**config.mk**
```make
export PLATFORM = sky130hd
export DESIGN_NAME = prom_programmer
export DESIGN_NICKNAME = d
export VERILOG_FILES = /design/src/inc/prom_prog_pkg.sv /design/src/logic/wait_timer.sv /design/src/logic/prom_programmer.sv
export SDC_FILE = /design/constraint.sdc
export NUM_CORES = 1
export LEC_CHECK = 0
export BUFFER_PORTS_ARGS = -buffer_cell sky130_fd_sc_hd__buf_4
export CELL_PAD_IN_SITES_DETAIL_PLACEMENT = 1
export CELL_PAD_IN_SITES_GLOBAL_PLACEMENT = 2
export CORE_MARGIN = 3
export CORE_UTILIZATION = 33
export CTS_CLUSTER_DIAMETER = 40
export DETAILED_ROUTE_END_ITERATION = 10
export GPL_TIMING_DRIVEN = 1
export PLACE_DENSITY = 0.86
export SKIP_CTS_REPAIR_TIMING = 1
export SLEW_MARGIN = 20
export SYNTH_ARGS = -nofsm -noshare
export SYNTH_HDL_FRONTEND = slang
export SYNTH_SLANG_ARGS = --single-unit
```
**constraint.sdc**
```tcl
create_clock -name clk_sys -period 1.9 [get_ports clk_sys]
set_input_delay 0.095 -clock clk_sys [delete_from_list [all_inputs] [get_ports clk_sys]]
set_output_delay 0.095 -clock clk_sys [all_outputs]
set_load 0.01 [all_outputs]
```
**src/inc/prom_prog_pkg.sv**
```systemverilog
/*
 * Constants for the fuse PROM programmer and reader: timing figures, their cycle counts,
 * and the sequencer state codes.
 * Assumes a 250 MHz system clock. The times are least times, so the cycle counts round up.
 */
package prom_prog_pkg;
    localparam int CLK_MHZ = 250;
    localparam int STEP_DELAY_US = 10;
    localparam int FUSE_PULSE_US = 1000;
    localparam int REST_US = 3000;
    localparam int SETTLE_NS = 200;
    localparam int STEP_DELAY_CYC = STEP_DELAY_US * CLK_MHZ;
    localparam int FUSE_PULSE_CYC = FUSE_PULSE_US * CLK_MHZ;
    localparam int REST_CYC = REST_US * CLK_MHZ;
    localparam int SETTLE_CYC = (SETTLE_NS * CLK_MHZ + 999) / 1000;
    localparam int DATA_W = 8;
    localparam int ADDR_W = 9;
    localparam logic [1:0] SUPPLY_OFF = 2'h0;
    localparam logic [1:0] SUPPLY_PROG = 2'h1;
    localparam logic [1:0] SUPPLY_UPPER = 2'h2;
    localparam logic [1:0] SUPPLY_LOWER = 2'h3;

    typedef enum logic [3:0] {
        ST_IDLE = 4'h0,
        ST_ADDR = 4'h1,
        ST_ARM = 4'h2,
        ST_SRC = 4'h3,
        ST_PULSE = 4'h4,
        ST_HOLD = 4'h5,
        ST_DISARM = 4'h6,
        ST_VERIFY_HI = 4'h7,
        ST_VERIFY_LO = 4'h8,
        ST_REST = 4'h9,
        ST_READ = 4'hA
    } prog_state_t;
endpackage : prom_prog_pkg

```
**src/logic/wait_timer.sv**
```systemverilog
/*
 * Down-counting delay timer, loaded with a cycle count, pulses done when it runs out.
 * Assumes the loader waits for done before it loads the timer again.
 */
`timescale 1ns/1ns
module wait_timer #(
    parameter int WIDTH = 20
) (
    // Clock and reset
    input wire logic clk_sys,
    input wire logic reset,
    // Control
    input wire logic load,
    input wire logic [WIDTH-1:0] count,
    output logic done
);
    logic [WIDTH-1:0] remain_r;
    logic busy_r;

    always_ff @(posedge clk_sys or posedge reset) begin
        if (reset) begin
            remain_r <= '0;
            busy_r <= 1'b0;
            done <= 1'b0;
        end else if (load) begin
            remain_r <= count;
            busy_r <= 1'b1;
            done <= 1'b0;
        end else if (busy_r && remain_r <= WIDTH'(1)) begin
            busy_r <= 1'b0;
            done <= 1'b1;
        end else begin
            remain_r <= remain_r - WIDTH'(1);
            done <= 1'b0;
        end
    end
endmodule : wait_timer

```
**src/logic/prom_programmer.sv**
```systemverilog
/*
 * Host-side controller for a byte-wide fuse PROM with output latches. It reads words
 * (plain or latched) and fuses bits, stepping through the arm, source, pulse and verify
 * sequence and then resting between cycles.
 * Assumes PROM data pins come back synchronous to clk_sys. Supply selection, the fusing
 * source and the pin voltages are handled by outside analog switches driven from these ports.
 */
// Contract
// Strobe high makes the part a plain combinational ROM gated by enables.
// Strobe low holds the word addressed at that moment.
// Only a strobe rise loads new data and captures the enable state.
// Outputs float when either chip select is inactive.
// Blank bits read 0; fusing only sets bits to 1.
// Selects active and strobe high throughout fusing.
// Programming supply and address, then 10 us, then raise fuse arm.
// 10 us after arming, source one output only.
// 10 us after source, pulse fuse input high for 1 ms.
// 10 us after the pulse ends, remove the fusing source.
// After 10 us lower arm; verify the bit reads 1 at both levels.
// Back to programming supply for each further bit, then other addresses.
// Rest 3 ms with supply off after each program-verify cycle.
// Latched read loads on strobe rise with address and enables valid.
// Latches hold until disabled and strobe raised again.
`timescale 1ns/1ns
module prom_programmer #(
    parameter int ADDR_W = prom_prog_pkg::ADDR_W,
    parameter int STEP_CYC = prom_prog_pkg::STEP_DELAY_CYC,
    parameter int PULSE_CYC = prom_prog_pkg::FUSE_PULSE_CYC,
    parameter int REST_CYC = prom_prog_pkg::REST_CYC
) (
    // Clock and reset
    input wire logic clk_sys,
    input wire logic reset,
    // Request
    input wire logic req_valid,
    input wire logic req_program,
    input wire logic req_latched,
    input wire logic [ADDR_W-1:0] req_addr,
    input wire logic [2:0] req_bit,
    output logic req_ready,
    // Answer
    output logic resp_valid,
    output logic resp_fail,
    output logic [7:0] resp_data,
    // PROM pins
    output logic [ADDR_W-1:0] prom_addr,
    output logic chip_select_low_n,
    output logic chip_select_high,
    output logic strobe,
    output logic fuse_arm_input,
    output logic fuse_pulse_input,
    output logic [1:0] supply_sel,
    output logic [7:0] fuse_source_en,
    input wire logic [7:0] prom_data
);
    localparam int TW = 20;
    localparam int SETTLE = prom_prog_pkg::SETTLE_CYC;

    initial begin
        if (ADDR_W < 1 || ADDR_W > 16 || STEP_CYC < 1 || PULSE_CYC < 1 || REST_CYC < 1
            || PULSE_CYC >= (1 << TW) || REST_CYC >= (1 << TW))
            $error("prom_programmer: unusable parameters");
    end

    prom_prog_pkg::prog_state_t state_r;
    logic [TW-1:0] count_r;
    logic tmr_load_r;
    logic tmr_done;
    logic [2:0] bit_r;
    logic latched_r;

    wait_timer #(.WIDTH(TW)) u_timer (
        .clk_sys(clk_sys),
        .reset(reset),
        .load(tmr_load_r),
        .count(count_r),
        .done(tmr_done)
    );

    function automatic logic [7:0] one_hot(input logic [2:0] idx);
        one_hot = 8'h01 << idx;
    endfunction : one_hot

    // Sequencer; each step starts the timer and waits for it to run out
    always_ff @(posedge clk_sys or posedge reset) begin
        if (reset) begin
            state_r <= prom_prog_pkg::ST_IDLE;
            tmr_load_r <= 1'b0;
            count_r <= '0;
            bit_r <= 3'h0;
            latched_r <= 1'b0;
            req_ready <= 1'b0;
            resp_valid <= 1'b0;
            resp_fail <= 1'b0;
            resp_data <= 8'h00;
            prom_addr <= '0;
            chip_select_low_n <= 1'b1;
            chip_select_high <= 1'b0;
            strobe <= 1'b1;
            fuse_arm_input <= 1'b0;
            fuse_pulse_input <= 1'b0;
            supply_sel <= prom_prog_pkg::SUPPLY_OFF;
            fuse_source_en <= 8'h00;
        end else begin
            tmr_load_r <= 1'b0;
            resp_valid <= 1'b0;
            unique case (state_r)
                prom_prog_pkg::ST_IDLE: begin
                    req_ready <= 1'b1;
                    if (req_valid && req_ready) begin
                        req_ready <= 1'b0;
                        prom_addr <= req_addr;
                        bit_r <= req_bit;
                        latched_r <= req_latched;
                        chip_select_low_n <= 1'b0;
                        chip_select_high <= 1'b1;
                        tmr_load_r <= 1'b1;
                        if (req_program) begin
                            strobe <= 1'b1;
                            supply_sel <= prom_prog_pkg::SUPPLY_PROG;
                            count_r <= TW'(STEP_CYC);
                            state_r <= prom_prog_pkg::ST_ADDR;
                        end else begin
                            // Low then rise loads the latch with enables active
                            strobe <= ~req_latched;
                            supply_sel <= prom_prog_pkg::SUPPLY_PROG;
                            count_r <= TW'(SETTLE);
                            state_r <= prom_prog_pkg::ST_READ;
                        end
                    end
                end
                prom_prog_pkg::ST_READ: begin
                    if (tmr_done) begin
                        if (latched_r && !strobe) begin
                            strobe <= 1'b1;
                            tmr_load_r <= 1'b1;
                        end else begin
                            // Lowering strobe freezes the word for the holder
                            if (latched_r)
                                strobe <= 1'b0;
                            resp_data <= prom_data;
                            resp_valid <= 1'b1;
                            resp_fail <= 1'b0;
                            state_r <= prom_prog_pkg::ST_IDLE;
                        end
                    end
                end
                prom_prog_pkg::ST_ADDR: if (tmr_done) begin
                    fuse_arm_input <= 1'b1;
                    tmr_load_r <= 1'b1;
                    state_r <= prom_prog_pkg::ST_ARM;
                end
                prom_prog_pkg::ST_ARM: if (tmr_done) begin
                    fuse_source_en <= one_hot(bit_r);
                    tmr_load_r <= 1'b1;
                    state_r <= prom_prog_pkg::ST_SRC;
                end
                prom_prog_pkg::ST_SRC: if (tmr_done) begin
                    fuse_pulse_input <= 1'b1;
                    count_r <= TW'(PULSE_CYC);
                    tmr_load_r <= 1'b1;
                    state_r <= prom_prog_pkg::ST_PULSE;
                end
                prom_prog_pkg::ST_PULSE: if (tmr_done) begin
                    fuse_pulse_input <= 1'b0;
                    count_r <= TW'(STEP_CYC);
                    tmr_load_r <= 1'b1;
                    state_r <= prom_prog_pkg::ST_HOLD;
                end
                prom_prog_pkg::ST_HOLD: if (tmr_done) begin
                    fuse_source_en <= 8'h00;
                    tmr_load_r <= 1'b1;
                    state_r <= prom_prog_pkg::ST_DISARM;
                end
                prom_prog_pkg::ST_DISARM: if (tmr_done) begin
                    fuse_arm_input <= 1'b0;
                    supply_sel <= prom_prog_pkg::SUPPLY_UPPER;
                    tmr_load_r <= 1'b1;
                    state_r <= prom_prog_pkg::ST_VERIFY_HI;
                end
                prom_prog_pkg::ST_VERIFY_HI: if (tmr_done) begin
                    // A bit only ever fuses to 1, so a 0 here is a failed fuse
                    resp_fail <= ~prom_data[bit_r];
                    supply_sel <= prom_prog_pkg::SUPPLY_LOWER;
                    tmr_load_r <= 1'b1;
                    state_r <= prom_prog_pkg::ST_VERIFY_LO;
                end
                prom_prog_pkg::ST_VERIFY_LO: if (tmr_done) begin
                    resp_fail <= resp_fail | ~prom_data[bit_r];
                    resp_data <= prom_data;
                    supply_sel <= prom_prog_pkg::SUPPLY_OFF;
                    count_r <= TW'(REST_CYC);
                    tmr_load_r <= 1'b1;
                    state_r <= prom_prog_pkg::ST_REST;
                end
                prom_prog_pkg::ST_REST: if (tmr_done) begin
                    resp_valid <= 1'b1;
                    state_r <= prom_prog_pkg::ST_IDLE;
                end
                default: state_r <= prom_prog_pkg::ST_IDLE;
            endcase
        end
    end

    // Cycle counter for the assertions' timing checks
    logic [TW-1:0] since_r;
    always_ff @(posedge clk_sys or posedge reset) begin
        if (reset)
            since_r <= '0;
        else if (tmr_load_r)
            since_r <= '0;
        else
            since_r <= since_r + TW'(1);
    end

    a_one_source: assert property (@(posedge clk_sys) disable iff (reset)
        $onehot0(fuse_source_en))
        else $error("more than one output sourced");

    a_fuse_selects: assert property (@(posedge clk_sys) disable iff (reset)
        fuse_arm_input |-> (!chip_select_low_n && chip_select_high && strobe))
        else $error("selects or strobe wrong while armed");

    a_arm_delay: assert property (@(posedge clk_sys) disable iff (reset)
        $rose(fuse_arm_input) |-> $past(since_r) >= TW'(STEP_CYC - 1))
        else $error("arm raised too early");

    a_source_armed: assert property (@(posedge clk_sys) disable iff (reset)
        $rose(|fuse_source_en) |-> fuse_arm_input && $past(since_r) >= TW'(STEP_CYC - 1))
        else $error("source applied early or unarmed");

    a_pulse_width: assert property (@(posedge clk_sys) disable iff (reset)
        $fell(fuse_pulse_input) |-> $past(since_r) >= TW'(PULSE_CYC - 1))
        else $error("fuse pulse too short");

    a_pulse_source: assert property (@(posedge clk_sys) disable iff (reset)
        fuse_pulse_input |-> (|fuse_source_en) && fuse_arm_input)
        else $error("pulse without source");

    a_source_off: assert property (@(posedge clk_sys) disable iff (reset)
        $fell(|fuse_source_en) |-> !fuse_pulse_input && $past(since_r) >= TW'(STEP_CYC - 1))
        else $error("source removed too early");

    a_verify_disarmed: assert property (@(posedge clk_sys) disable iff (reset)
        (supply_sel == prom_prog_pkg::SUPPLY_UPPER) |-> !fuse_arm_input && fuse_source_en == 8'h00)
        else $error("verify while armed");

    a_rest_off: assert property (@(posedge clk_sys) disable iff (reset)
        (state_r == prom_prog_pkg::ST_REST) |-> supply_sel == prom_prog_pkg::SUPPLY_OFF)
        else $error("supply on during rest");

    a_latch_rise: assert property (@(posedge clk_sys) disable iff (reset)
        (state_r == prom_prog_pkg::ST_READ && $rose(strobe)) |-> !chip_select_low_n
        && chip_select_high)
        else $error("strobe rose with enables off");
endmodule : prom_programmer

```
=== Word-level counts from Yosys, hierarchy flattened ===
Cells that the tools add are included.
W data, S select, Z words.

* Bits in registers: 86
* Input bits: 25
* Output and inout port bits: 35
* Logic and storage cells: 140

* Add/sub/neg operators: 1
* Magnitude comparators: 2
* Eq/ne operators: 24
* Shift-type cells: 1
* Muxes and demuxes: 64
* Bitwise logic cells: 3
* Reduce and logical (&&, ||, !) cells: 25

{| class="wikitable"
|+ Operators with widths
! cell !! count
|-
| $mux W20 || 6
|-
| $pmux W20 S4 || 1
|-
| $mux W4 || 13
|-
| $pmux W4 S11 || 1
|-
| $mux W8 || 5
|-
| $pmux W8 S2 || 2
|-
| $mux W1 || 23
|-
| $le A20 B1 Y1 const B || 1
|-
| $ne A2 B1 Y1 const B || 10
|-
| $sub A20 B1 Y20 const B || 1
|-
| $eq A4 B3 Y1 const B || 4
|-
| $reduce_and A5 Y1 || 3
|-
| $eq A4 B4 Y1 const B || 3
|-
| $mux W12 || 1
|-
| $reduce_and A12 Y1 || 1
|-
| $reduce_bool A2 Y1 || 6
|-
| $reduce_and A3 Y1 || 3
|-
| $eq A4 B2 Y1 const B || 2
|-
| $mux W2 || 4
|-
| $pmux W1 S2 || 4
|-
| $pmux W2 S4 || 1
|-
| $reduce_and A4 Y1 || 2
|-
| $reduce_bool A4 Y1 || 2
|-
| $reduce_or A8 Y1 || 1
|-
| other kinds (14) || 20
|}

=== Longest topological paths before layout ===
* Depth after elaboration: 6
* Gate-level depth with buffers: 7
* Depth with buffers taken out: 7

=== By module ===
From an unflattened synthesis, not the netlist that was laid out.

* Cells, all modules: 373
* Area total of the unflattened synthesis: 3898.7 um2

{| class="wikitable"
|+ By module, submodules not included
! module !! instances !! cells an instance !! area an instance (um2) !! sequential area each (um2)
|-
| prom_programmer || 1 || 225 || 2511.2 || 1328.8
|-
| wait_timer || 1 || 148 || 1387.6 || 550.5
|}

=== Worst setup path before layout ===
OpenSTA, ideal clock, no wires.

* Kind: reg-to-reg
* Start: register u_timer.remain_r[10]
* End: register u_timer.remain_r[18]
* Library setup time: 0.125 ns
* Data arrival time: 1.880 ns
* Data required time: 1.775 ns
* Setup slack: -0.105 ns
* Stages on the path, launching flop included: 6
* Buffers on the path: 0
* Clock period less this slack: 2.005 ns
* Path through: dfrtp_1 -> nor4_4 -> nand2_2 -> or3_4 -> nor4b_4 -> mux2_4

* Longest elaborated chain between the ends: 3
* Elaborated cells on any way between the ends: 6
* Classes of those cells: add/sub (1); order compare (1); eq/ne (1); mux (2); reduce/logical (1)

{| class="wikitable"
|+ RTL lines
! what !! line !! RTL
|-
| start: declaration || wait_timer.sv:17 || <nowiki>logic [WIDTH-1:0] remain_r;</nowiki>
|-
| start signal: assignment || wait_timer.sv:26 || <nowiki>remain_r <= count;</nowiki>
|-
| start signal: assignment || wait_timer.sv:33 || <nowiki>remain_r <= remain_r - WIDTH'(1);</nowiki>
|-
| $sub A20 B1 Y20 / $le A20 B1 Y1 (equally long branches) || wait_timer.sv:33, wait_timer.sv:29 ||
|-
| $mux W20 / $logic_and A1 B1 Y1 (equally long branches) || wait_timer.sv:29 || <nowiki>end else if (busy_r && remain_r <= WIDTH'(1)) begin</nowiki>
|-
| $mux W20 / $ne A2 B2 Y1 (equally long branches) || - ||
|}

Parallel ways exist; a longest one is shown, timed or not. The select of a mux whose other input is x is not followed.
A chain may end at the register's enable or synchronous reset.

=== Worst setup path after layout ===
* Start: register u_timer.remain_r[13]
* End: register u_timer.remain_r[18]

Same word-level chain as after synthesis.

==> reports/qor.yml <==
run_status:
  status: "finished with violations"
  violations: "setup timing"
job:
  max_cap_violations: 0
routing:
  wl_per_cell_um: 17.3
  route.detailed.drc: 0
  first_iter_violations: 110
  vias_per_cell: 5.13
  firstDrtPassIters: 4
  num_vias: 3225
  detail-route-antenna-nets: 0
  wl_um: 10900
floorplan:
  num_io_pins: 60
  chipHeight_um: 112
  dieArea_um2: 12600
  fp.dieW_um: 112
  core_um2: 10900
  rows: 38
  start_util_pct: 34.1
worst_setup_path:
  crit_buf_inv: 0
  reg2reg_slack_ns: -0.13
  endpoint_kind: "flop"
  path_cells: "or4_4 > or3_4 > nor4b_4 > mux2_4"
  r2r_start: "u_timer.remain_r[13]"
  worst-setup-path-type: "flop to flop"
  arrival_ns: 2.25
  cp_top_family: "simple AND/OR/NAND/NOR gates"
  reg2reg_depth: 4
  crit_required_ns: 2.12
  cp_slowest_cell: "or4_4"
  worst_r2r_endpoint: "u_timer.remain_r[18]"
  start_kind: "flop"
  path_max_fanout: 5
  max_stage_delay_ns: 0.58
  startpoint: "u_timer.remain_r[13]"
finish:
  syn_to_final_growth_pct: 43.0
  nFillCells: 1202
  layout_commonest_cell: "buf_4"
  n_antenna_cell: 0
  multi_input_area_um2: 1790
  fin_nets: 511
  seq_area_um2: 1880
  layout-drive-gt1-share_pct: 41.1
  layout_common_cells: "buf_4, dfrtp_1, nand2_1"
yosys:
  synthCells: 351
  yosys.area.top_type_share_pct: 49.0
  yosys_warnings: 0
  ys_types: 60
  synthFlopType: "dfrtp_1"
  syn_avg_cell_area_um2: 10.6
  synth_area_leaders: "dfrtp_1, mux2_2, nand2_1"
  synth_edf_count: 0
  syn_area_um2: 3730
  async_flop_share_pct: 100
  yosysSeqAreaShare_pct: 50.4
  synth-seq-cells: 75
  syn-num-nets: 378
  synth_area_leader_cell: "dfrtp_1"
clocking:
  cts_max_path_buffers: 2
  cts_tree: "yes"
  insertion_delay_ns: 0.33
  clock_sinks: 75
  clock_tree.root_cell: "clkbuf_16"
  htreeDepth: 3
  numCtsBuffers: 9
  clkTransAtPathRegs_ns: 0.06
grt:
  grt_max_degree: 37
  grt_pass1_vias: 3531
  antenna_found_initial: 0
  grt_overflow: 0
  track_usage_pct: 16.9
  grt_pass1_wl_um: 17300
pwr:
  comb_power_share_pct: 46.3
  p_leak_nw: 2.40
  power.switching_w: 0.00283
  intPower_w: 0.00486
  switching_share_pct: 36.8
  clkPwrFrac_pct: 20.8
  vdd_drop_max_uv: 836
  power_density_nw_per_um2: 1440
  seq_power_share_pct: 32.8
timing:
  setup_viol: 2
  clock_skew_ns: 0.00630
  timing.fmax_mhz: 493
  slew_headroom_pct: 53.5
  holdWs_ns: 0.00554
  tns_ns: -0.144
  rsz0062_at_grt: "true"
  hold_violations: 0
  slew_violations: 0
  min_period_over_period_pct: 107
  worst_slack_ns: -0.130
  min_period_ns: 2.03
  tightest_slew_ns: 0.697
place:
  gp_congestion: 0.844
  dp_hpwl_um: 7720
  io_buffers: 59
hold_path:
  whs_path_depth: 2
  min_to: "resp_data[2]"
  hold_path.class: "input pin to flop"
  min_from: "prom_data[2]"
[cells by family after synthesis]
logic type                 after synthesis  synth area share (%)
xor gates and xnor gates                13                  3.05
and+or+nand+nor                        118                  18.1
buffers and inverters                   30                  3.22
DFF                                     75                  50.4
AOI/OAI and AO/OA                       79                  13.8
muxes                                   34                  10.7
adders and majority gates                2                 0.671
[worst reg2reg max path, delay by kind of cell, from the launching register on]
family           cells  cell delay [ns]
and+or+nand+nor      3             1.21
DFF                  1             0.38
muxes                1             0.32
[power by group through the flow]
stage / clock [W] / combinational (W) / sequential (W)
detailed placement: 0 / 0.00323 / 0.00256
global route: 0.00173 / 0.00390 / 0.00261
global placement: 0 / 0.00309 / 0.00252
finish: 0.00160 / 0.00356 / 0.00253
floorplan: 0 / 0.00180 / 0.00251
CTS: 0.00163 / 0.00325 / 0.00254
[worst max-delay path by stage]
stage / slack [ns] / endpoint / cells after the start
after floorplan: -0.10 / u_timer.remain_r[18] / 5
after global placement: -0.18 / count_r[4] / 6
after detailed placement: -0.13 / u_timer.remain_r[18] / 4
after CTS: -0.15 / u_timer.remain_r[18] / 4
after global routing: -0.17 / u_timer.remain_r[18] / 4
final: -0.13 / u_timer.remain_r[18] / 4
[layer usage]
layer	vias up	wire, µm	track usage [%]	part of all wire (%)
met3	18	546	5.82	5.0
met5	-	0	0	0
met4	0	187	5.61	1.7
li1	1524	-	-	-
met1	1608	4400	19.3	40
met2	75	5770	29.7	53
[stage by stage]
step	total power, W	std cells	utilization, %	area [µm²]	setup slack, ns
2_1_floorplan	0.00431	351	-	3740	-0.105
3_3_place_gp	0.00561	593	43.5	4760	-0.179
3_5_place_dp	0.00579	593	43.5	4760	-0.129
4_1_cts	0.00743	609	46.1	5040	-0.148
5_1_grt	0.00824	629	48.8	5330	-0.168
6_report	0.00769	629	48.8	5330	-0.130
[cell type report]
cell class	count	share of cell area (%)
sequential	75	35.3
inverter	12	0.915
clock buffer	12	4.81
timing repair buffer	140	21.7
multi-input combinational	246	33.5
clock inverter	4	0.469
tap	140	3.29
[synth_stat cells, types with 2 or more instances]
| cell | n |
|---|---|
| nand4_1 | 3 |
| mux4_2 | 2 |
| nor3_2 | 2 |
| o41ai_1 | 3 |
| dfrtp_1 | 73 |
| buf_2 | 6 |
| nor3_1 | 5 |
| nor4_1 | 5 |
| nor2_1 | 24 |
| a32o_1 | 2 |
| inv_1 | 11 |
| dfstp_2 | 2 |
| or3_1 | 3 |
| or2_2 | 2 |
| nand3_1 | 5 |
| clkbuf_1 | 12 |
| nand2b_1 | 8 |
| o31ai_1 | 8 |
| a31oi_1 | 2 |
| xnor2_1 | 11 |
| nand2_1 | 38 |
| o21bai_1 | 2 |
| a2111oi_0 | 3 |
| o22ai_1 | 5 |
| mux2_2 | 23 |
| nor3_4 | 2 |
| a21o_1 | 3 |
| ha_1 | 2 |
| a21oi_1 | 17 |
| a211oi_1 | 3 |
| nor2b_1 | 7 |
| o21ai_0 | 21 |
| xor2_1 | 2 |
| a21boi_0 | 2 |
| mux2i_1 | 7 |
[state kept, by name, indices dropped and copies added (netlist names), 2 cells and up]
register	count
bit_r	3
fuse_source_en	8
prom_addr	9
resp_data	8
count_r	9
supply_sel	2
u_timer.remain_r	20
state_r	4
No activity file was read; power rests on OpenSTA's default activity.
